### src/inc/phy_mgmt_pkg.sv
/*
 * constants for the management register bank of a 10/100 transceiver.
 * assumes a 200 MHz mclk and a management bus sampled as plain inputs.
 */
package phy_mgmt_pkg;
	// register addresses on the management bus
	localparam logic [4:0]  REG_CONTROL  = 5'h00;
	localparam logic [4:0]  REG_STATUS   = 5'h01;
	localparam logic [4:0]  REG_IDHIGH   = 5'h02;
	// control fields
	localparam int          CTL_RESET    = 15;
	localparam int          CTL_ISOLATE  = 10;
	localparam int          CTL_RESTART  = 9;
	localparam logic [15:0] CTL_DEFAULT  = 16'h3100;
	localparam logic [15:0] CTL_RW_MASK  = 16'h7980;
	// status fields
	localparam logic [15:0] STS_FIXED    = 16'h7809;
	localparam int          STS_AN_DONE  = 5;
	localparam int          STS_RFAULT   = 4;
	localparam int          STS_LINK     = 2;
	localparam int          STS_JABBER   = 1;
	// frame layout
	localparam logic [5:0]  PRE_ONES     = 6'h20;
	localparam logic [5:0]  HDR_LAST     = 6'h0B;
	localparam logic [5:0]  DATA_LAST    = 6'h0F;
	localparam logic [1:0]  OP_READ      = 2'h2;
	localparam logic [1:0]  OP_WRITE     = 2'h1;
	// software reset duration
	localparam int          CLK_NS       = 5;
	localparam int          SOFT_RST_NS  = 500;
	localparam int          SOFT_RST_CYC =
		(SOFT_RST_NS + CLK_NS - 1) / CLK_NS;
	// management frame states
	typedef enum logic [2:0] {
		ST_HUNT, ST_START, ST_HDR, ST_TA1, ST_TA2,
		ST_RDATA, ST_WTA, ST_WDATA
	} mgmt_state_type;
endpackage : phy_mgmt_pkg

### src/hw/phy_mgmt_regs.sv
/*
 * management register bank: serial management slave plus control,
 * status and identifier registers.
 * assumes mdc and mdio_in are already synchronous to mclk and that
 * mdc is far slower than mclk.
 */
`timescale 1ns/100ps
`default_nettype none
module phy_mgmt_regs
	import phy_mgmt_pkg::*;
#(
	parameter logic [15:0] OUI_HIGH = 16'h1234 // arbitrary value
) (
	// clock and reset
	input  wire logic       mclk,
	input  wire logic       resetn,
	// management bus
	input  wire logic       mdc,
	input  wire logic       mdio_in,
	output logic            mdio_out,
	output logic            mdio_oe,
	// strap
	input  wire logic [4:0] phy_addr_strap,
	// core conditions
	input  wire logic       an_done,
	input  wire logic       remote_fault,
	input  wire logic       link_up,
	input  wire logic       jabber,
	// core controls
	output logic            core_reset,
	output logic            loopback_en,
	output logic            speed_100,
	output logic            an_enable,
	output logic            low_power,
	output logic            isolate,
	output logic            an_restart,
	output logic            full_duplex
);
	localparam int RST_LEN = SOFT_RST_CYC;

	mgmt_state_type state_reg, state_next; // frame position
	logic [5:0]  cnt_reg, cnt_next;        // bit / preamble count
	logic [11:0] hdr_reg, hdr_next;        // op, address, register
	logic [15:0] sh_reg, sh_next;          // data shifter
	logic        out_reg, out_next;        // mdio drive value
	logic        oe_reg, oe_next;          // mdio drive enable
	logic        mdc_reg;                  // previous mdc
	logic        mdc_rise;                 // sample point
	logic [11:0] hdr_full;                 // header incl. last bit
	logic        sts_read;                 // status read taken
	logic        wr_ctl;                   // control write commit
	logic [15:0] wdat;                     // write data
	logic [15:0] rd_val;                   // read mux
	logic [15:0] sts_val;                  // status image
	logic [4:0]  addr_reg, addr_next;      // strapped address
	logic [15:0] ctl_reg, ctl_next;        // control register
	logic [15:0] ctl_def;                  // control defaults
	logic [7:0]  rst_reg, rst_next;        // soft reset countdown
	logic        an_lh_reg, an_lh_next;    // latched complete
	logic        rf_lh_reg, rf_lh_next;    // latched fault
	logic        jab_lh_reg, jab_lh_next;  // latched jabber
	logic        link_ll_reg, link_ll_next;// latched link

	// mdc edge detect; inputs count as synchronous already
	// no reset needed: the flop follows mdc every cycle, reset or not
	always_ff @(posedge mclk) begin
		mdc_reg <= mdc;
	end
	assign mdc_rise = mdc & ~mdc_reg;
	assign hdr_full = {hdr_reg[10:0], mdio_in};
	assign wdat     = {sh_reg[14:0], mdio_in};

	// status image: fixed abilities plus latched bits
	always_comb begin
		sts_val = STS_FIXED;
		sts_val[STS_AN_DONE] = an_lh_reg;
		sts_val[STS_RFAULT]  = rf_lh_reg;
		sts_val[STS_LINK]    = link_ll_reg;
		sts_val[STS_JABBER]  = jab_lh_reg;
	end

	// read mux; unmapped registers read zero
	always_comb begin
		unique case (hdr_full[4:0])
			REG_CONTROL: rd_val = ctl_reg;
			REG_STATUS:  rd_val = sts_val;
			REG_IDHIGH:  rd_val = OUI_HIGH;
			default:     rd_val = 16'h0000;
		endcase
	end

	// management frame decode, advanced on mdc rising edges
	always_comb begin
		state_next = state_reg;
		cnt_next   = cnt_reg;
		hdr_next   = hdr_reg;
		sh_next    = sh_reg;
		out_next   = out_reg;
		oe_next    = oe_reg;
		sts_read   = 1'b0;
		wr_ctl     = 1'b0;
		if (!resetn) begin
			state_next = ST_HUNT;
			cnt_next   = 6'h00;
			hdr_next   = 12'h000;
			sh_next    = 16'h0000;
			out_next   = 1'b0;
			oe_next    = 1'b0;
		end else if (mdc_rise) begin
			unique case (state_reg)
				ST_HUNT: begin
					// a frame counts only after a full preamble
					if (mdio_in) begin
						if (cnt_reg != PRE_ONES)
							cnt_next = cnt_reg + 6'h01;
					end else if (cnt_reg == PRE_ONES) begin
						state_next = ST_START;
					end else begin
						cnt_next = 6'h00;
					end
				end
				ST_START: begin
					cnt_next   = 6'h00;
					state_next = mdio_in ? ST_HDR : ST_HUNT;
				end
				ST_HDR: begin
					hdr_next = hdr_full;
					cnt_next = cnt_reg + 6'h01;
					if (cnt_reg == HDR_LAST) begin
						cnt_next   = 6'h00;
						state_next = ST_HUNT;
						if (hdr_full[9:5] == addr_reg) begin
							if (hdr_full[11:10] == OP_READ) begin
								// snapshot before latches refresh
								sh_next    = rd_val;
								sts_read   = hdr_full[4:0] == REG_STATUS;
								state_next = ST_TA1;
							end else if (hdr_full[11:10] == OP_WRITE) begin
								state_next = ST_WTA;
							end
						end
					end
				end
				ST_TA1: begin
					// manager has released; drive the zero
					state_next = ST_TA2;
					oe_next    = 1'b1;
					out_next   = 1'b0;
				end
				ST_TA2, ST_RDATA: begin
					out_next   = sh_reg[15];
					sh_next    = {sh_reg[14:0], 1'b0};
					state_next = ST_RDATA;
					if (state_reg == ST_TA2) begin
						cnt_next = 6'h00;
					end else if (cnt_reg == DATA_LAST) begin
						oe_next    = 1'b0;
						out_next   = 1'b0;
						state_next = ST_HUNT;
						cnt_next   = 6'h00;
					end else begin
						cnt_next = cnt_reg + 6'h01;
					end
				end
				ST_WTA: begin
					// two turnaround bits, not checked
					cnt_next = cnt_reg + 6'h01;
					if (cnt_reg == 6'h01) begin
						cnt_next   = 6'h00;
						state_next = ST_WDATA;
					end
				end
				ST_WDATA: begin
					sh_next  = wdat;
					cnt_next = cnt_reg + 6'h01;
					if (cnt_reg == DATA_LAST) begin
						wr_ctl     = hdr_reg[4:0] == REG_CONTROL;
						cnt_next   = 6'h00;
						state_next = ST_HUNT;
					end
				end
			endcase
		end
	end

	// control register with timed self-clearing reset
	always_comb begin
		addr_next = addr_reg;
		ctl_def   = CTL_DEFAULT;
		ctl_def[CTL_ISOLATE] = addr_reg == 5'h00;
		ctl_next  = ctl_reg;
		ctl_next[CTL_RESTART] = 1'b0;
		rst_next  = rst_reg;
		if (!resetn) begin
			// strap is caught while reset is held, then kept
			addr_next = phy_addr_strap;
			ctl_next  = CTL_DEFAULT;
			ctl_next[CTL_ISOLATE] = phy_addr_strap == 5'h00;
			rst_next  = 8'h00;
		end else if (rst_reg != 8'h00) begin
			// writes during the reset are dropped
			ctl_next = ctl_def;
			ctl_next[CTL_RESET] = rst_reg != 8'h01;
			rst_next = rst_reg - 8'h01;
		end else if (wr_ctl && wdat[CTL_RESET]) begin
			ctl_next = ctl_def;
			ctl_next[CTL_RESET] = 1'b1;
			rst_next = 8'(RST_LEN);
		end else if (wr_ctl) begin
			ctl_next = wdat & CTL_RW_MASK;
			// clearing isolate is ignored
			ctl_next[CTL_ISOLATE] =
				ctl_reg[CTL_ISOLATE] | wdat[CTL_ISOLATE];
			ctl_next[CTL_RESTART] = wdat[CTL_RESTART];
		end
	end

	// latched status; a new event beats the read refresh
	always_comb begin
		an_lh_next   = an_done | (an_lh_reg & ~sts_read);
		rf_lh_next   = remote_fault | (rf_lh_reg & ~sts_read);
		jab_lh_next  = jabber | (jab_lh_reg & ~sts_read);
		link_ll_next = link_up & (link_ll_reg | sts_read);
		if (!resetn) begin
			an_lh_next   = 1'b0;
			rf_lh_next   = 1'b0;
			jab_lh_next  = 1'b0;
			link_ll_next = 1'b0;
		end
	end

	// all state registers except the mdc edge flop
	always_ff @(posedge mclk) begin
		state_reg   <= state_next;
		cnt_reg     <= cnt_next;
		hdr_reg     <= hdr_next;
		sh_reg      <= sh_next;
		out_reg     <= out_next;
		oe_reg      <= oe_next;
		addr_reg    <= addr_next;
		ctl_reg     <= ctl_next;
		rst_reg     <= rst_next;
		an_lh_reg   <= an_lh_next;
		rf_lh_reg   <= rf_lh_next;
		jab_lh_reg  <= jab_lh_next;
		link_ll_reg <= link_ll_next;
	end

	// outputs straight from flops
	assign mdio_out    = out_reg;
	assign mdio_oe     = oe_reg;
	assign core_reset  = ctl_reg[CTL_RESET];
	assign loopback_en = ctl_reg[14];
	assign speed_100   = ctl_reg[13];
	assign an_enable   = ctl_reg[12];
	assign low_power   = ctl_reg[11];
	assign isolate     = ctl_reg[CTL_ISOLATE];
	assign an_restart  = ctl_reg[CTL_RESTART];
	assign full_duplex = ctl_reg[8];
endmodule : phy_mgmt_regs
`default_nettype wire

### config.mk
export PLATFORM = sky130hd
export DESIGN_NAME = phy_mgmt_regs
export DESIGN_NICKNAME = d
export VERILOG_FILES = /design/src/inc/phy_mgmt_pkg.sv /design/src/hw/phy_mgmt_regs.sv
export SDC_FILE = /design/constraint.sdc
export NUM_CORES = 1
export LEC_CHECK = 0
export BUFFER_PORTS_ARGS = -buffer_cell sky130_fd_sc_hd__clkbuf_2
export CORE_MARGIN = 2
export CORE_UTILIZATION = 54
export DETAILED_ROUTE_END_ITERATION = 16
export GPL_ROUTABILITY_DRIVEN = 0
export GPL_TIMING_DRIVEN = 0
export HOLD_SLACK_MARGIN = 0.03
export PLACE_DENSITY = 0.79
export SLEW_MARGIN = 0
export SYNTH_ARGS = -nofsm -noshare
export SYNTH_HDL_FRONTEND = slang
export SYNTH_SLANG_ARGS = --single-unit
export TNS_END_PERCENT = 100
### constraint.sdc
create_clock -name mclk -period 2.1 [get_ports mclk]
set_input_delay 0.21 -clock mclk [delete_from_list [all_inputs] [get_ports mclk]]
set_output_delay 0.21 -clock mclk [all_outputs]
set_load 0.03 [all_outputs]
==> flow_summary_export.csv <==
group,metric,value,unit
sta,post-route-period-util,1.02,
clock_tree,cts.reportedPaths.clkPinSlew,0.08,ns
grt,grt_pass1_wl,14.7,mm
route,drt_pass1_iterations,5,
outcome,violations,"negative setup slack",
placed_design,dp_hpwl,6.10,mm
clock_tree,cts.htree.levels,3,
grt,first_global_vias,2988,
power_and_ir_drop,p_comb_frac,0.231,
sta,slew_headroom,0.543,
sta,worstMarginPinSlew,0.685,ns
die,die_y,82.7,µm
cells_and_area,antenna_cells,0,
power_and_ir_drop,peakVddDrop,0.000703,V
grt,grt_max_degree,15,
sta,setup_ws,-0.0391,ns
critical_path,worstPathRequired,2.32,ns
cells_and_area,final_cell_area,4040,µm²
placed_design,placed_area,3540,µm²
clock_tree,cts_sinks,65,
critical_path,cp_max_fo,5,
route,vias,3413,
power_and_ir_drop,power.share.clock,0.332,
clock_tree,cts_tree,"done",
route,wl_per_cell,17.3,µm
route,wl_met3,664,µm
sta,fin_setup_tns,-0.0391,ns
synth,ys_seq_elements,65,
cells_and_area,drive_above_1_share,0.217,
synth,synth-edff-count,6,
grt,gr-total-overflow,0,
die,core_area,5960,µm²
synth,syn_area,3350,µm²
power_and_ir_drop,p_switching,1.06,mW
hold_path,holdPathStages,1,
die,initial_core_util,0.562,
synth,avgSynthCellArea,8.10,µm²
cells_and_area,areaGrowthSynthToFinish,20.7,%
route,wl_met1,4.11,mm
hold_path,min_path_type,"in2reg",
power_and_ir_drop,power_leakage,1.43,nW
cells_and_area,largest_reg_flops,16,
hold_path,holdPathEnd,"addr_reg[1]",
die,die_area,6840,µm²
route,ant_nets,0,
placed_design,io_buffer_count,21,
job,maxCapViolCount,0,
sta,finalSetupViolations,1,
clock_tree,cts_root_buffer,"clkbuf_8",
clock_tree,clock_path_buffers,2,
synth,synthesis.nets,434,
critical_path,r2r-start,"state_reg[2]",
critical_path,arrival,2.36,ns
critical_path,worst_setup_path_start_kind,"flop",
synth,synthFlopType,"dfxtp_1",
sta,hold_viol_final,0,
grt,grt_use_total,0.286,
synth,synth_cells,413,
synth,async_flop_share,0,
clock_tree,clk_latency,0.35,ns
placed_design,place_inst,509,
power_and_ir_drop,p_sw_frac,0.327,
grt,grt_antenna_before_repair,0,
cells_and_area,fillers,474,
hold_path,min_from,"phy_addr_strap[1]",
route,wl_met2,4.32,mm
outcome,status,"finished, violations left",
clock_tree,numCtsBuffers,9,
cells_and_area,fin_nets,482,
placed_design,pre_cts_slack,-0.468,ns
sta,drv_slew,0,
critical_path,rrSetupSlack,-0.04,ns
sta,rsz0062_at_grt,"true",
die,ioPinCount,23,
cells_and_area,final_common_cell,"dfxtp_1",
cells_and_area,instances_no_fill,541,
sta,layout_min_cycle_time,2.14,ns
power_and_ir_drop,power_density,805,nW/µm²
route,drc,0,
route,wl,9.34,mm
sta,fmax,467,MHz
route,highest_layer,"met4",
die,dieWidth,82.7,µm
critical_path,critPathCaptureType,"flop",
synth,yosysWarnings,0,
die,placementRows,28,
sta,fin_skew,0.0128,ns
critical_path,worstSetupPathType,"reg2reg",
critical_path,r2r_cells,6,
power_and_ir_drop,power_frac_seq,0.437,
route,drtIter0Drc,555,
route,vias_per_cell,6.31,
critical_path,r2r_end,"sh_reg[9]",
cells_and_area,final_cell_mix,"dfxtp_1, nand2_1, a21oi_1",
synth,synth_cell_types,56,
synth,synth-seq-area-share,0.407,
power_and_ir_drop,p_int,2.19,mW
## worst max path at each step
stage                       endpoint          from  slack [ns]
final                      sh_reg[9]  state_reg[2]       -0.04
after global routing       sh_reg[9]  state_reg[2]       -0.08
after CTS                  sh_reg[9]  state_reg[1]       0.007
after detailed placement  rst_reg[6]    cnt_reg[0]       -0.47
after global placement    rst_reg[6]    cnt_reg[0]       -0.41
after floorplan            sh_reg[9]  state_reg[1]        0.04
## layout make-up
cell class,count,area (µm²),share of cell area
clock buffers,11,163,0.0403
clock inverters,5,36.3,0.00899
flip-flops and latches,65,1370,0.340
repair buffers,40,263,0.0651
inverters,12,45.0,0.0112
well taps,75,93.8,0.0232
plain buffers,24,123,0.0304
multi-input cells,309,1940,0.481
## critical path, stage by stage (launching register included)
cell	delay [ns]
dfxtp_4	0.37
or3b_4	0.42
or4_4	0.59
nor2_4	0.19
buf_6	0.15
mux2i_2	0.20
o22ai_1	0.08
## synth_stat cells (8+ instances only)
master / n / area [µm²]
a21oi_1: 42 / 210
nor2_1: 36 / 135
a31oi_1: 11 / 68.8
nor3_1: 17 / 85.1
nor4_1: 8 / 50.1
inv_1: 12 / 45.0
clkbuf_1: 22 / 82.6
o21ai_0: 16 / 80.1
nand4_1: 11 / 68.8
nand3_1: 18 / 90.1
dfxtp_1: 59 / 1180
nand2_1: 50 / 188
nand2b_1: 9 / 56.3
ha_1: 8 / 100
## metrics by stage
| step | util | total power [mW] | hold slack, ns |
|---|---|---|---|
| floorplan | - | 1.92 | 0.238 |
| global placement | 0.595 | 2.06 | 0.348 |
| detailed placement | 0.595 | 2.08 | 0.355 |
| CTS | 0.646 | 3.16 | 0.0447 |
| global route | 0.678 | 3.40 | 0.0407 |
| finish | 0.678 | 3.25 | 0.0459 |
## layer usage
| metal | vias to the layer above | global-route usage |
|---|---|---|
| li1 | 1606 | - |
| met1 | 1620 | 0.405 |
| met2 | 162 | 0.431 |
| met3 | 25 | 0.0457 |
| met4 | 0 | 0.126 |
| met5 | - | 0 |
## what timing repair did
| item | 4_1_cts | 5_1_grt |
|---|---|---|
| resized for setup | 17 | 36 |
| hold buffers | 1 | 0 |
| hold endpoints to repair | 1 | 0 |
| setup endpoints to repair | 39 | 37 |
| buffers inserted | 4 | 13 |
| pin swaps | 4 | 14 |
| cloned | 1 | 0 |
## kinds of logic after synthesis
family | after synthesis | share of synthesized area
compound gates | 106 | 0.204
flops | 65 | 0.407
xor+xnor | 7 | 0.0183
mux | 4 | 0.0120
fa+ha+maj | 8 | 0.0299
buf+inv | 39 | 0.0482
simple gates | 184 | 0.280
## power by group through the flow
stage / clock [mW] / combinational, mW / sequential (mW)
after global routing: 1.14 / 0.827 / 1.43
after CTS: 1.07 / 0.671 / 1.42
after floorplan: 0 / 0.466 / 1.46
final: 1.08 / 0.752 / 1.42
after detailed placement: 0 / 0.633 / 1.45
after global placement: 0 / 0.615 / 1.44
No activity file was read; power rests on OpenSTA's default activity.
